==> src/verilog/flash_pe_regs.svh <==
// Register indices, field positions, key codes and reset values of the flash control block.
`ifndef FLASH_PE_REGS_SVH
`define FLASH_PE_REGS_SVH

`define IDX_WE_PROTECT    30'h0008_c289
`define IDX_ACC_STATUS    30'h007f_c410
`define IDX_ACC_IRQ_EN    30'h007f_c411
`define IDX_SEQ_RAM_EN    30'h007f_c454
`define IDX_STATUS_0      30'h007f_ffb0
`define IDX_STATUS_1      30'h007f_ffb1
`define IDX_PE_ENTRY      30'h007f_ffb2
`define IDX_LOCK_PROTECT  30'h007f_ffb4
`define IDX_SEQ_RESET     30'h007f_ffb6
`define IDX_PCLK_NOTIFY   30'h007f_ffe8

`define BIT_DF_WP         0
`define BIT_DF_RP         1
`define BIT_DF_ACC        3
`define BIT_CMD_LOCK      4
`define BIT_CF_ACC        7
`define BIT_PRG_ERR       4
`define BIT_ERS_ERR       5
`define BIT_ILGL_ERR      6
`define BIT_READY         7
`define BIT_SEQ_ERR       7
`define BIT_CF_ENTRY      0
`define BIT_DF_ENTRY      7

`define FLAG_MASK         8'h8b
`define IRQ_EN_MASK       8'h9b
`define KEY_RAM_EN        8'hc4
`define KEY_LOCK          8'h55
`define KEY_RESET         8'hcc
`define KEY_ENTRY         8'haa
`define STRB_HALF         4'h3
`define WE_PERMIT_ON      2'h1
`define WE_PERMIT_OFF     2'h2

`define RST_RAM_EN        1'b0
`define RST_LOCK_CANCEL   1'b0
`define RST_SEQ_RESET     1'b0
`define RST_PCLK_MHZ      8'h00
`define RST_WE_PERMIT     2'h1
`define RST_CMD_LOCK      1'b1

`endif

==> src/verilog/flash_pe_pkg.sv <==
// Types shared by the flash control block.
package flash_pe_pkg;

   typedef struct packed {
      logic [7:0]  acc_flags;
      logic [7:0]  armed;
      logic [7:0]  irq_en;
      logic        ram_en;
      logic        lock_cancel;
      logic        seq_reset;
      logic        cf_entry;
      logic        df_entry;
      logic [7:0]  pclk_mhz;
      logic [1:0]  we_permit;
      logic [7:0]  stat0;
      logic [7:0]  stat1;
      logic        cmd_locked;
      logic        irq;
      logic        pready;
      logic        pslverr;
      logic [31:0] prdata;
   } ctl_state_t;

endpackage

==> src/verilog/flash_pe_control_registers.sv <==
// APB register file and status logic of the flash program/erase sequencer.
//
// Implementation choice: the APB register port.
`timescale 1ns/10ps
`default_nettype none
`include "flash_pe_regs.svh"

module flash_pe_control_registers (
   // Clock and reset.
   input  wire logic        clk,
   input  wire logic        rstn,
   // APB slave.
   input  wire logic        psel,
   input  wire logic        penable,
   input  wire logic        pwrite,
   input  wire logic [31:0] paddr,
   input  wire logic [31:0] pwdata,
   input  wire logic [3:0]  pstrb,
   output var  logic [31:0] prdata,
   output var  logic        pready,
   output var  logic        pslverr,
   // Access events from the flash interface.
   input  wire logic        dflash_pe_cmd,
   input  wire logic        dflash_read,
   input  wire logic        dflash_write_enable_setting,
   input  wire logic        dflash_read_enable_setting,
   input  wire logic        dflash_illegal_access,
   input  wire logic        code_flash_illegal_access,
   // Sequencer status.
   input  wire logic        seq_command_locked,
   input  wire logic        seq_program_error,
   input  wire logic        seq_erase_error,
   input  wire logic        seq_illegal_command,
   input  wire logic        seq_pe_busy,
   input  wire logic        seq_cancel_busy,
   input  wire logic        seq_lock_read_busy,
   input  wire logic        seq_blank_check_busy,
   input  wire logic        seq_processing_error,
   // Control outputs.
   output var  logic        flash_access_error_irq,
   output var  logic        sequencer_ram_access_en,
   output var  logic        lock_protection_cancel,
   output var  logic        sequencer_reset_bit,
   output var  logic        code_flash_pe_entry,
   output var  logic        data_flash_pe_entry,
   output var  logic [7:0]  periph_clock_mhz,
   output var  logic        write_erase_allowed
);
   import flash_pe_pkg::*;

   ctl_state_t s_r;
   ctl_state_t s_nxt;
   logic       we_ok_r;
   logic       we_ok_nxt;

   // True when the word address selects the register of the given index.
   function automatic logic hit(input logic [31:0] a, input logic [29:0] idx);
      hit = (a[31:2] == idx);
   endfunction

   // True for a 16-bit low-half write whose upper byte carries the key.
   function automatic logic key_ok(input logic [3:0] st, input logic [31:0] d,
                                   input logic [7:0] key);
      key_ok = (st == `STRB_HALF) && (d[15:8] == key);
   endfunction

   function automatic logic mapped(input logic [31:0] a);
      mapped = hit(a, `IDX_WE_PROTECT) || hit(a, `IDX_ACC_STATUS) ||
               hit(a, `IDX_ACC_IRQ_EN) || hit(a, `IDX_SEQ_RAM_EN) ||
               hit(a, `IDX_STATUS_0) || hit(a, `IDX_STATUS_1) ||
               hit(a, `IDX_PE_ENTRY) || hit(a, `IDX_LOCK_PROTECT) ||
               hit(a, `IDX_SEQ_RESET) || hit(a, `IDX_PCLK_NOTIFY);
   endfunction

   logic       access_wait;
   logic       commit;
   logic       wr;
   logic       rd;
   logic [7:0] set_v;
   logic [7:0] clr_v;
   logic [7:0] acc_view;
   logic [7:0] flags_n;
   logic [31:0] rdata;

   always_comb begin
      s_nxt       = s_r;
      access_wait = psel && penable && !s_r.pready;
      commit      = psel && penable && s_r.pready;
      wr          = commit && pwrite;
      rd          = commit && !pwrite;

      // Pick up the sequencer's own status every cycle.
      s_nxt.cmd_locked = seq_command_locked;
      s_nxt.stat0 = 8'h00;
      s_nxt.stat0[`BIT_PRG_ERR]  = seq_program_error;
      s_nxt.stat0[`BIT_ERS_ERR]  = seq_erase_error;
      s_nxt.stat0[`BIT_ILGL_ERR] = seq_illegal_command;
      s_nxt.stat0[`BIT_READY]    = !(seq_pe_busy || seq_cancel_busy ||
                                     seq_lock_read_busy || seq_blank_check_busy);
      s_nxt.stat1 = 8'h00;
      s_nxt.stat1[`BIT_SEQ_ERR]  = seq_processing_error;

      // Violation events.
      set_v = 8'h00;
      set_v[`BIT_DF_WP]  = dflash_pe_cmd && !dflash_write_enable_setting;
      set_v[`BIT_DF_RP]  = dflash_read && !dflash_read_enable_setting;
      set_v[`BIT_DF_ACC] = dflash_illegal_access;
      set_v[`BIT_CF_ACC] = code_flash_illegal_access;

      // A zero written over a flag clears it only if that flag was read as one.
      clr_v = 8'h00;
      if (wr && hit(paddr, `IDX_ACC_STATUS) && pstrb[0]) begin
         clr_v = s_r.armed & ~pwdata[7:0] & `FLAG_MASK;
      end
      // Flags hold until cleared; sequencer reset also clears; a new event wins.
      if (s_r.seq_reset) begin
         flags_n = set_v;
      end else begin
         flags_n = (s_r.acc_flags & ~clr_v) | set_v;
      end
      s_nxt.acc_flags = flags_n & `FLAG_MASK;

      // A read arms the flags seen as one; a flag that drops disarms itself.
      if (rd && hit(paddr, `IDX_ACC_STATUS)) begin
         s_nxt.armed = s_r.acc_flags & `FLAG_MASK;
      end else begin
         s_nxt.armed = s_r.armed & flags_n;
      end

      // Plain read/write registers.
      if (wr && pstrb[0]) begin
         if (hit(paddr, `IDX_ACC_IRQ_EN)) begin
            s_nxt.irq_en = pwdata[7:0] & `IRQ_EN_MASK;
         end
         if (hit(paddr, `IDX_PCLK_NOTIFY)) begin
            s_nxt.pclk_mhz = pwdata[7:0];
         end
         if (hit(paddr, `IDX_WE_PROTECT)) begin
            s_nxt.we_permit = pwdata[1:0];
         end
      end

      // Key-guarded registers; the key byte itself is never kept.
      if (wr && hit(paddr, `IDX_SEQ_RAM_EN) &&
          key_ok(pstrb, pwdata, `KEY_RAM_EN)) begin
         s_nxt.ram_en = pwdata[0];
      end
      if (wr && hit(paddr, `IDX_LOCK_PROTECT) &&
          key_ok(pstrb, pwdata, `KEY_LOCK) &&
          (s_r.cf_entry || s_r.df_entry)) begin
         s_nxt.lock_cancel = pwdata[0];
      end
      if (wr && hit(paddr, `IDX_SEQ_RESET) &&
          key_ok(pstrb, pwdata, `KEY_RESET)) begin
         s_nxt.seq_reset = pwdata[0];
      end
      if (wr && hit(paddr, `IDX_PE_ENTRY) &&
          key_ok(pstrb, pwdata, `KEY_ENTRY)) begin
         s_nxt.cf_entry = pwdata[`BIT_CF_ENTRY];
         s_nxt.df_entry = pwdata[`BIT_DF_ENTRY];
      end

      // Interrupt follows any enabled flag, command lock included.
      acc_view = s_nxt.acc_flags;
      acc_view[`BIT_CMD_LOCK] = s_nxt.cmd_locked;
      s_nxt.irq = |(acc_view & s_nxt.irq_en & `IRQ_EN_MASK);

      // Read mux; upper key bytes read as zero.
      rdata = 32'h0000_0000;
      case (1'b1)
         hit(paddr, `IDX_WE_PROTECT):   rdata[1:0] = s_r.we_permit;
         hit(paddr, `IDX_ACC_STATUS): begin
            rdata[7:0] = s_r.acc_flags;
            rdata[`BIT_CMD_LOCK] = s_r.cmd_locked;
         end
         hit(paddr, `IDX_ACC_IRQ_EN):   rdata[7:0] = s_r.irq_en;
         hit(paddr, `IDX_SEQ_RAM_EN):   rdata[0] = s_r.ram_en;
         hit(paddr, `IDX_STATUS_0):     rdata[7:0] = s_r.stat0;
         hit(paddr, `IDX_STATUS_1):     rdata[7:0] = s_r.stat1;
         hit(paddr, `IDX_PE_ENTRY): begin
            rdata[`BIT_CF_ENTRY] = s_r.cf_entry;
            rdata[`BIT_DF_ENTRY] = s_r.df_entry;
         end
         hit(paddr, `IDX_LOCK_PROTECT): rdata[0] = s_r.lock_cancel;
         hit(paddr, `IDX_SEQ_RESET):    rdata[0] = s_r.seq_reset;
         hit(paddr, `IDX_PCLK_NOTIFY):  rdata[7:0] = s_r.pclk_mhz;
         default:                       rdata = 32'h0000_0000;
      endcase

      // One wait state: answer data and error are registered at the same edge as pready.
      s_nxt.pready = access_wait;
      if (access_wait) begin
         s_nxt.prdata  = pwrite ? 32'h0000_0000 : rdata;
         s_nxt.pslverr = !mapped(paddr);
      end else if (commit) begin
         s_nxt.prdata  = 32'h0000_0000;
         s_nxt.pslverr = 1'b0;
      end

      we_ok_nxt = (s_nxt.we_permit == `WE_PERMIT_ON);
   end

   always_ff @(posedge clk or negedge rstn) begin
      if (!rstn) begin
         s_r             <= '0;
         s_r.ram_en      <= `RST_RAM_EN;
         s_r.lock_cancel <= `RST_LOCK_CANCEL;
         s_r.seq_reset   <= `RST_SEQ_RESET;
         s_r.pclk_mhz    <= `RST_PCLK_MHZ;
         s_r.we_permit   <= `RST_WE_PERMIT;
         s_r.cmd_locked  <= `RST_CMD_LOCK;
         s_r.stat0       <= 8'h80;
         we_ok_r         <= 1'b1;
      end else begin
         s_r     <= s_nxt;
         we_ok_r <= we_ok_nxt;
      end
   end

   assign prdata                  = s_r.prdata;
   assign pready                  = s_r.pready;
   assign pslverr                 = s_r.pslverr;
   assign flash_access_error_irq  = s_r.irq;
   assign sequencer_ram_access_en = s_r.ram_en;
   assign lock_protection_cancel  = s_r.lock_cancel;
   assign sequencer_reset_bit     = s_r.seq_reset;
   assign code_flash_pe_entry     = s_r.cf_entry;
   assign data_flash_pe_entry     = s_r.df_entry;
   assign periph_clock_mhz        = s_r.pclk_mhz;
   assign write_erase_allowed     = we_ok_r;

endmodule
`default_nettype wire

==> config.mk <==
export PLATFORM = sky130hd
export DESIGN_NAME = flash_pe_control_registers
export DESIGN_NICKNAME = d
export VERILOG_FILES = /design/src/verilog/flash_pe_pkg.sv /design/src/verilog/flash_pe_control_registers.sv
export VERILOG_INCLUDE_DIRS = /design/src /design/src/verilog
export SDC_FILE = /design/constraint.sdc
export NUM_CORES = 1
export LEC_CHECK = 0
export BUFFER_PORTS_ARGS = -buffer_cell sky130_fd_sc_hd__buf_2
export CAP_MARGIN = 25
export CORE_UTILIZATION = 35
export DETAILED_ROUTE_END_ITERATION = 10
export PLACE_DENSITY = 0.74
export SYNTH_ARGS = -nofsm -noshare
export SYNTH_HDL_FRONTEND = slang
export SYNTH_SLANG_ARGS = --single-unit
==> constraint.sdc <==
create_clock -name clk -period 2.4 [get_ports clk]
set_input_delay 0.24 -clock clk [delete_from_list [all_inputs] [get_ports clk]]
set_output_delay 0.24 -clock clk [all_outputs]
set_load 0.01 [all_outputs]
==> impl_metrics.env, run 1 <==
export IMPL_finalNonFillerCells=481
export IMPL_ant_nets=0
export IMPL_drt_initial_drc_count=219
export IMPL_root_buffer="clkbuf_8"
export IMPL_drcViolationCount=0
export IMPL_async_flop_share_pct=100.0
export IMPL_postSynthCellCount=274
export IMPL_dp_cells=471
export IMPL_p_int_mw=1.068
export IMPL_die_w_microns=90.16
export IMPL_wl_met3_microns=492
export IMPL_cts_tree="done"
export IMPL_post_place_ws_ps=-125.5
export IMPL_top_layer_used="met4"
export IMPL_holdCritPathClass="in2reg"
export IMPL_post_route_min_period_ps=2216
export IMPL_area_delta_synth_final_pct=25.02
export IMPL_drv_slew=0
export IMPL_finalSetupTns_ps=0
export IMPL_worst_ep_arrival_time_ps=2400
export IMPL_fin_crit_sh_pct=92.31
export IMPL_dieArea_sq_mm=0.008128
export IMPL_htreeDepth=2
export IMPL_core_area_sq_mm=0.007370
export IMPL_clkLatencyLatePin_ps=310
export IMPL_finClkSkew_ps=20.07
export IMPL_insertedDiodeCount=0
export IMPL_yosys_register_bits=46
export IMPL_postCtsResizedCells=0
export IMPL_ys_flop_type="dfrtp_1"
export IMPL_syn_area_sq_mm=0.002720
export IMPL_ir_drop_mv=0.3264
export IMPL_worstSetupStartpointType="input port"
export IMPL_gp_congestion=0.8359
export IMPL_cp_max_fo=3
export IMPL_ys_top_cells_by_area="dfrtp_1, buf_4, mux2_2"
export IMPL_initial_core_util_pct=36.91
export IMPL_via_count=2394
export IMPL_yosysSeqAreaShare_pct=42.50
export IMPL_cp_required_ps=2590
export IMPL_max_cap_viol_count=0
export IMPL_synth_top_cell_by_area="dfrtp_1"
export IMPL_synth_top_area_share_pct=38.64
export IMPL_combinationalPowerShare_pct=12.0
export IMPL_fin_ws_ps=184.5
export IMPL_pin_count=137
export IMPL_place_hpwl_mm=5.660
export IMPL_p_seq_share_pct=54.1
export IMPL_cts_buffer_depth=2
export IMPL_firstDrtPassIters=4
export IMPL_vias_per_cell=4.977
export IMPL_die_y_microns=90.16
export IMPL_wl_met2_mm=3.422
export IMPL_grt_pass1_wl_mm=11.79
export IMPL_grt_max_degree=46
export IMPL_finalSetupViolCount=0
export IMPL_fmaxAchievable_mhz=451.4
export IMPL_synth_edf_count=0
export IMPL_swShare_pct=26.56
export IMPL_avgSynthCellArea_sq_um=9.927
export IMPL_met1_length_mm=3.219
export IMPL_status="complete, no violations"
export IMPL_rows=31
export IMPL_yosys_warnings=0
export IMPL_end_kind="flop"
export IMPL_wl_per_cell_microns=14.95
export IMPL_numCtsBuffers=5
export IMPL_io_buffers=94
export IMPL_antenna_found_initial=0
export IMPL_clkTransAtPathRegs_ps=90
export IMPL_switchingPower_uw=386.0
export IMPL_wirelength_mm=7.192
export IMPL_power_frac_clock_pct=33.9
export IMPL_finalHoldViolCount=0
export IMPL_grt_overflow=0
export IMPL_final_layout_size_suffix_gt1_share_pct=41.62
export IMPL_grt_pass1_vias=2466
export IMPL_worstSetupPathType="in2reg"
export IMPL_p_leak_nw=1.681
export IMPL_p_per_area_mw_per_mm2=427.4
export IMPL_cts_sinks=46
export IMPL_grtUsageTotal_pct=18.08
export IMPL_layout_nets=469
export IMPL_rsz0062_at_grt="false"
export IMPL_ys_types=54
routing by layer:
layer	vias to the layer above	global-route usage (%)
met3	6	3.638
met4	0	4.570
li1	1157	-
met5	-	0
met1	1115	23.73
met2	116	30.41
cell usage in the layout (no fill, tap or decap), drive strengths merged, types with 5 or more instances in the layout:
cell,Yosys,final
nor3,7,7
o21ai,19,19
nand3,8,8
clkbuf,4,5
nor4,6,6
buf,42,122
and3,5,5
nand2,25,25
nor2,11,11
conb,1,24
inv,13,14
mux2,17,17
dfrtp,42,42
area by class of cell:
cell class,instances,area (sq um)
fillers,722,3969
multi-input cells,192,1276
flip-flops and latches,46,1156
repair buffers,123,703.2
well taps,99,123.9
clock buffers,5,68.82
inverters,13,48.80
clock inverters,3,23.77
flip-flops by register name (all words and copies together) (netlist names):
| name | flops |
|---|---|
| code_flash_pe_entry | 1 |
| data_flash_pe_entry | 1 |
| flash_access_error_irq | 1 |
| lock_protection_cancel | 1 |
| periph_clock_mhz | 8 |
| prdata | 8 |
| pready | 1 |
| pslverr | 1 |
| s_r | 21 |
| sequencer_ram_access_en | 1 |
| sequencer_reset_bit | 1 |
| write_erase_allowed | 1 |
Yosys cell counts (all sizes together), types with 5 or more instances:
| library cell | instances |
|---|---|
| buf | 42 |
| dfrtp | 42 |
| nand2 | 25 |
| o21ai | 19 |
| mux2 | 17 |
| inv | 13 |
| nor2 | 11 |
| nand3 | 8 |
| nor3 | 7 |
| nor4 | 6 |
| and3 | 5 |
critical path, stage by stage:
cell	delay [ps]
buf_2	100
or4_1	530
nor4b_2	260
buf_4	160
and4_1	280
buf_4	160
nand4b_1	90
a31oi_1	220
o21ai_0	110
a211o_1	240
per-stage QoR:
| step | area (sq um) | utilization (%) | hold WS, ps | power [mW] |
|---|---|---|---|---|
| floorplan | 2806 | - | -55.59 | 0.8899 |
| global placement | 3278 | 44.48 | 350.3 | 0.9688 |
| detailed placement | 3278 | 44.48 | 349.3 | 0.9708 |
| CTS | 3371 | 45.74 | 30.53 | 1.461 |
| global route | 3401 | 46.15 | 29.34 | 1.510 |
| finish | 3401 | 46.15 | 40.84 | 1.454 |
worst paths after layout:
kind                                   start                      to  slack [ps]  depth (start not counted)
min                        seq_program_error                 s_r[48]          40                          1
max in group asynchronous               rstn                 s_r[51]        1420                          4
min reg2reg                        prdata[5]               prdata[5]         480                          2
min in group asynchronous               rstn                 s_r[48]         310                          2
max                                 paddr[7]  flash_access_error_irq         180                         10
max reg2reg                           pready  flash_access_error_irq         330                          8
cell families (layout without fill, tap and decap cells):
family                 after synthesis  count (layout)  share of synthesized area (%)
flip-flops                          46              46                          42.50
multiplexers                        21              21                          8.510
other                                1              24                         0.1379
AND/OR/NAND/NOR                    102             102                          23.87
AO/OA/AOI/OAI                       45              45                          11.22
buffers and inverters               59             144                          13.75
power groups by stage:
stage | Sequential, mW | Clock (mW) | Combinational, mW
4_1_cts | 0.786 | 0.504 | 0.170
3_5_place_dp | 0.802 | 0 | 0.169
6_report | 0.786 | 0.493 | 0.174
2_1_floorplan | 0.803 | 0 | 0.0866
3_3_place_gp | 0.801 | 0 | 0.167
5_1_grt | 0.788 | 0.528 | 0.194
repair_timing:
action                    4_1_cts  5_1_grt
hold buffers                    0        1
hold endpoints to repair        0        7
buffers inserted                0        0
Power figures use the tool's default switching activity.
==> run 2: changes to the inputs <==
--- a/config.mk
+++ b/config.mk
@@ -10,6 +10,8 @@
 export CAP_MARGIN = 25
 export CORE_UTILIZATION = 35
 export DETAILED_ROUTE_END_ITERATION = 10
+export GPL_TIMING_DRIVEN = 0
+export HOLD_SLACK_MARGIN = 0.03
 export PLACE_DENSITY = 0.74
 export SYNTH_ARGS = -nofsm -noshare
 export SYNTH_HDL_FRONTEND = slang
==> run 2 against run 1 <==
Sequential power is essentially flat. Core utilization grew 2.8 points. Setup slack lost 100 ps. Via count grew 6.6%. Largest cell class unchanged.
==> impl_metrics.env, run 2 (same netlist as run 1, synthesis figures left out) <==
export IMPL_die_y_microns=90.16
export IMPL_end_kind="flop"
export IMPL_final_area_sq_mm=0.003608
export IMPL_ir_drop_mv=0.2494
export IMPL_fin_crit_sh_pct=96.47
export IMPL_drcViolationCount=0
export IMPL_tightest_slew_ps=903.0
export IMPL_critPathSlowestCell="or4_1"
export IMPL_largest_register_ff_count=21
export IMPL_post_route_min_period_ps=2315
export IMPL_via_count=2553
export IMPL_grt_pass1_vias=2478
export IMPL_finalSetupViolCount=0
export IMPL_multi_input_area_sq_mm=0.001321
export IMPL_grt_pass1_wl_mm=12.01
export IMPL_initial_core_util_pct=36.91
export IMPL_nFillCells=714
export IMPL_mostFrequentLayoutCell="buf_2"
export IMPL_final_layout_size_suffix_gt1_share_pct=44.67
export IMPL_place_area_sq_mm=0.003391
export IMPL_gp_congestion=0.8388
export IMPL_cts_sinks=46
export IMPL_ant_nets=0
export IMPL_htreeDepth=2
export IMPL_antenna_found_initial=0
export IMPL_place_hpwl_mm=5.661
export IMPL_worstSetupStartpointType="input port"
export IMPL_status="complete, no violations"
export IMPL_regArea_sq_mm=0.001157
export IMPL_cp_required_ps=2590
export IMPL_postCtsSetupRepairBufs=0
export IMPL_firstDrtPassIters=4
export IMPL_cts_tree="done"
export IMPL_clkLatencyLatePin_ps=300
export IMPL_grt_overflow=0
export IMPL_p_leak_nw=1.807
export IMPL_numCtsBuffers=5
export IMPL_die_w_microns=90.16
export IMPL_top_register="s_r"
export IMPL_top_usage_layer="met2"
export IMPL_io_buffers=92
export IMPL_finalHoldViolCount=0
export IMPL_cts_buffer_depth=2
export IMPL_core_area_sq_mm=0.007370
export IMPL_insertedDiodeCount=0
export IMPL_fmaxAchievable_mhz=431.9
export IMPL_wl_per_cell_microns=14.44
export IMPL_holdCritPathClass="in2reg"
export IMPL_use_met1_pct=23.93
export IMPL_wirelength_mm=7.247
export IMPL_pin_count=137
export IMPL_cp_max_fo=7
export IMPL_worst_ep_arrival_time_ps=2510
export IMPL_drv_slew=0
export IMPL_area_delta_synth_final_pct=32.66
export IMPL_clkTransAtPathRegs_ps=90
export IMPL_cp_cell_sequence="buf_2 -> or4_1 -> nor4b_4 -> and4_1 -> buf_2 -> nand4b_1 -> a32oi_2 -> o22ai_1 -> a211o_1"
export IMPL_drt_initial_drc_count=160
export IMPL_finClkSkew_ps=7.269
export IMPL_p_per_area_mw_per_mm2=409.0
export IMPL_rows=31
export IMPL_grtUsageTotal_pct=18.33
export IMPL_final_cell_mix="buf_2, dfrtp_1, buf_4"
export IMPL_worstSetupPathType="in2reg"
export IMPL_max_cap_viol_count=0
export IMPL_use_met2_pct=30.15
export IMPL_dieArea_sq_mm=0.008128
export IMPL_cpMostUsedCell="buf_2"
export IMPL_met3_usage_pct=3.892
export IMPL_final_core_util_pct=48.96
export IMPL_root_buffer="clkbuf_8"
export IMPL_grt_max_degree=47
export IMPL_slew_headroom_pct=38.95
export IMPL_layout_nets=490
export IMPL_vias_per_cell=5.086
export IMPL_cpPeakStageDelay_ps=550
run 2: cell types whose count changed in the layout (fill, tap and decap cells not counted), moves of 2 or more:
| cell | delta |
|---|---|
| buf_4 | +13 |
| dlygate4sd3_1 | +5 |
| clkbuf_1 | +3 |
| a32oi_1 | -2 |
| a32oi_2 | +2 |
| clkinv_2 | +2 |
| clkinvlp_4 | -2 |
run 2: power breakdown:
part	switching, mW	internal, mW	total [mW]
clock	0.276	0.205	0.481
sequential	0.00473	0.784	0.788
combinational	0.107	0.0991	0.206
total	0.388	1.09	1.48
run 2: area by class of cell:
cell class	instances	share of cell area (%)
repair buffers	99	15.19
clock buffers	5	1.907
inverters	13	1.352
multi-input cells	192	36.62
flip-flops and latches	46	32.07
clock inverters	3	0.5201
plain buffers	45	8.911
well taps	99	3.433
run 2: worst paths after layout:
kind / start / to / slack (ps) / depth (start not counted)
max: paddr[9] / flash_access_error_irq / 80 / 9
max reg2reg: pready / flash_access_error_irq / 200 / 7
min in group asynchronous: rstn / prdata[1] / 450 / 2
min: seq_blank_check_busy / s_r[51] / 40 / 2
min reg2reg: prdata[2] / prdata[2] / 490 / 2
max in group asynchronous: rstn / write_erase_allowed / 1360 / 3
run 2: critical path, delay by kind of cell:
kind	cells	cell delay [ps]
and+or+nand+nor	4	1250
buffers and inverters	2	310
AOI/OAI and AO/OA	3	690
run 2: timing repair:
action	CTS	global route
gates resized for setup	2	8
pin swaps	0	1
hold buffers	2	4
endpoints found under the setup margin	9	17
hold endpoints to repair	2	24
run 2: metal layers:
metal	vias to the layer above	routed length, microns
met2	120	3455
met1	1220	3069
li1	1202	-
met5	-	0
met4	0	109
met3	11	612
run 2: stage by stage:
| stage | cells | hold slack [ps] | total power, mW | setup WS (ps) | TNS [ps] |
|---|---|---|---|---|---|
| after floorplan | 297 | -55.59 | 0.8899 | 73.38 | 0 |
| after global placement | 488 | 350.3 | 0.9877 | -404.2 | -4707 |
| after detailed placement | 488 | 349.3 | 0.9919 | -368.2 | -4662 |
| after CTS | 497 | 30.87 | 1.479 | 50.95 | 0 |
| after global routing | 502 | 30.52 | 1.550 | -34.48 | -34.48 |
| final | 502 | 44.31 | 1.476 | 84.76 | 0 |
==> run 3: changes to the inputs <==
--- a/config.mk
+++ b/config.mk
@@ -9,6 +9,7 @@
 export BUFFER_PORTS_ARGS = -buffer_cell sky130_fd_sc_hd__buf_2
 export CAP_MARGIN = 25
 export CORE_UTILIZATION = 35
+export CTS_CLUSTER_SIZE = 12
 export DETAILED_ROUTE_END_ITERATION = 10
 export GPL_TIMING_DRIVEN = 0
 export HOLD_SLACK_MARGIN = 0.03
==> constraint.sdc (replaced) <==
create_clock -name clk -period 2.2 [get_ports clk]
set_input_delay 0.22 -clock clk [delete_from_list [all_inputs] [get_ports clk]]
set_output_delay 0.22 -clock clk [all_outputs]
set_load 0.01 [all_outputs]
==> run 3 against run 2 <==
The run now ends with setup timing left. Combinational power is 13% higher. Setup slack got worse by 90 ps. Sequential cell count unchanged. Worst hold slack improved by 94 ps. Global-route usage grew 0.71 points. Total power rose by 18%. Clock skew barely moved. Clock power is 36% higher. Die area unchanged. Via count is 1.1% lower. First-iteration DRC count decreased by 26%. Critical path depth shrank 1. Critical path type unchanged. Critical endpoint is now sequencer_reset_bit. Largest cell class unchanged. Largest power group unchanged.
==> impl_metrics.env, run 3 (same netlist as run 1, synthesis figures left out) <==
export IMPL_drv_slew=0
export IMPL_hold_path_end="s_r[86]"
export IMPL_cts_tree="done"
export IMPL_worstSetupStartpointType="input port"
export IMPL_largest_register_ff_count=21
export IMPL_dp_cells=488
export IMPL_nFillCells=687
export IMPL_end_kind="flop"
export IMPL_fin_ws_ps=-5.130
export IMPL_wl_per_cell_microns=14.34
export IMPL_rsz0062_at_grt="true"
export IMPL_root_buffer="clkbuf_8"
export IMPL_cpPeakStageDelay_ps=520
export IMPL_switchingPower_uw=436.1
export IMPL_gp_congestion=0.8221
export IMPL_reg2reg_to="flash_access_error_irq"
export IMPL_dieArea_sq_mm=0.008128
export IMPL_numCtsBuffers=5
export IMPL_layout_nets=507
export IMPL_slew_headroom_pct=62.49
export IMPL_p_int_mw=1.309
export IMPL_fmaxAchievable_mhz=453.5
export IMPL_whs_ps=137.9
export IMPL_place_hpwl_mm=5.541
export IMPL_p_seq_share_pct=49.2
export IMPL_finClkSkew_ps=7.766
export IMPL_finalNonFillerCells=519
export IMPL_drt_initial_drc_count=118
export IMPL_power_frac_clock_pct=37.4
export IMPL_final_layout_size_suffix_gt1_share_pct=49.05
export IMPL_p_per_area_mw_per_mm2=450.9
export IMPL_clkLatencyLatePin_ps=310
export IMPL_critPathSlowestCell="or4b_4"
export IMPL_final_area_sq_mm=0.003871
export IMPL_grt_pass1_wl_mm=12.36
export IMPL_initial_core_util_pct=36.91
export IMPL_core_area_sq_mm=0.007370
export IMPL_insertedDiodeCount=0
export IMPL_place_area_sq_mm=0.003428
export IMPL_ff2ff_path_depth=8
export IMPL_ant_nets=0
export IMPL_top_register="s_r"
export IMPL_die_y_microns=90.16
export IMPL_grt_overflow=0
export IMPL_io_buffers=92
export IMPL_combinationalPowerShare_pct=13.3
export IMPL_finalSetupViolCount=1
export IMPL_failed_checks="setup timing"
export IMPL_holdCritPathClass="in2reg"
export IMPL_pin_count=137
export IMPL_p_leak_nw=1.939
export IMPL_finalHoldViolCount=0
export IMPL_wirelength_mm=7.444
export IMPL_cp_required_ps=2400
export IMPL_antenna_found_initial=0
export IMPL_cp_cell_sequence="buf_6 -> and4b_1 -> and3_4 -> nand4_4 -> or3_4 -> or4b_4 -> nor4_4 -> mux2_4"
export IMPL_min_path_cells=3
export IMPL_cts_sinks=46
export IMPL_max_cap_viol_count=0
export IMPL_worst_ep_arrival_time_ps=2400
export IMPL_final_cell_mix="buf_2, buf_4, dfrtp_1"
export IMPL_vias_per_cell=4.865
export IMPL_grtUsageTotal_pct=19.04
export IMPL_area_delta_synth_final_pct=42.32
export IMPL_r2r_slack_ps=150
export IMPL_ir_drop_mv=0.3072
export IMPL_post_route_min_period_ps=2205
export IMPL_firstDrtPassIters=4
export IMPL_mostFrequentLayoutCell="buf_2"
export IMPL_timing_rr_start="pready"
export IMPL_rows=31
export IMPL_status="complete, but fails checks"
export IMPL_finalSetupTns_ps=-5.130
export IMPL_cp_max_fo=3
export IMPL_clkTransAtPathRegs_ps=90
export IMPL_via_count=2525
export IMPL_worstSetupPathType="in2reg"
export IMPL_cts_buffer_depth=2
export IMPL_swShare_pct=24.98
export IMPL_hp_start="dflash_illegal_access"
export IMPL_htreeDepth=2
export IMPL_drcViolationCount=0
export IMPL_grt_max_degree=47
export IMPL_grt_pass1_vias=2558
export IMPL_die_w_microns=90.16
export IMPL_fin_crit_sh_pct=100.2
export IMPL_tightest_slew_ps=561.2
[run 3: timing repair]
item / CTS / global route
hold endpoints to repair: 6 / 14
pin swaps: 5 / 14
resized for setup: 11 / 14
buffers inserted: 2 / 12
hold buffers: 7 / 1
setup endpoints to repair: 19 / 14
[run 3: power by group through the flow]
stage / clock, mW / combinational (mW) / sequential [mW]
3_5_place_dp: 0 / 0.207 / 0.875
3_3_place_gp: 0 / 0.203 / 0.875
4_1_cts: 0.662 / 0.219 / 0.859
6_report: 0.653 / 0.233 / 0.859
5_1_grt: 0.696 / 0.257 / 0.861
2_1_floorplan: 0 / 0.0961 / 0.876
[run 3: area by class of cell]
cell class                 instances  area, sq um  area share, %
clock buffer                       5        68.82          1.778
timing repair buffer             115        684.4          17.68
clock inverter                     3        43.79          1.131
tap                               99        123.9          3.200
multi-input combinational        192         1401          36.20
buffer                            46        342.8          8.856
inverter                          13        48.80          1.261
sequential                        46         1157          29.90
[run 3: worst max-delay path: cells and delay by family]
kind	cells	cell delay, ps
simple gates	6	1770
mux	1	330
buf+inv	1	90
[run 3: worst max path at each step]
stage,to,cells after the start,startpoint,slack [ps]
finish,sequencer_reset_bit,8,paddr[25],-5
CTS,code_flash_pe_entry,7,pready,9
detailed placement,periph_clock_mhz[6],7,paddr[27],-650
global route,flash_access_error_irq,9,paddr[7],-50
floorplan,lock_protection_cancel,7,paddr[25],-60
global placement,periph_clock_mhz[2],7,paddr[27],-600
[run 3: per-layer routing]
metal,wire length (microns),share of wire [%],GRT usage (%)
met1,3311,44,25.33
met2,3543,48,31.87
met3,519,7.0,3.723
met4,70,0.94,4.435
met5,0,0,0
[run 3: through the flow]
step	setup slack, ps	total power, mW	util [%]
CTS	9.460	1.740	50.05
finish	-5.130	1.745	52.53
global placement	-596.7	1.078	46.52
floorplan	-63.11	0.9723	-
global route	-48.58	1.813	52.53
detailed placement	-648.6	1.082	46.52
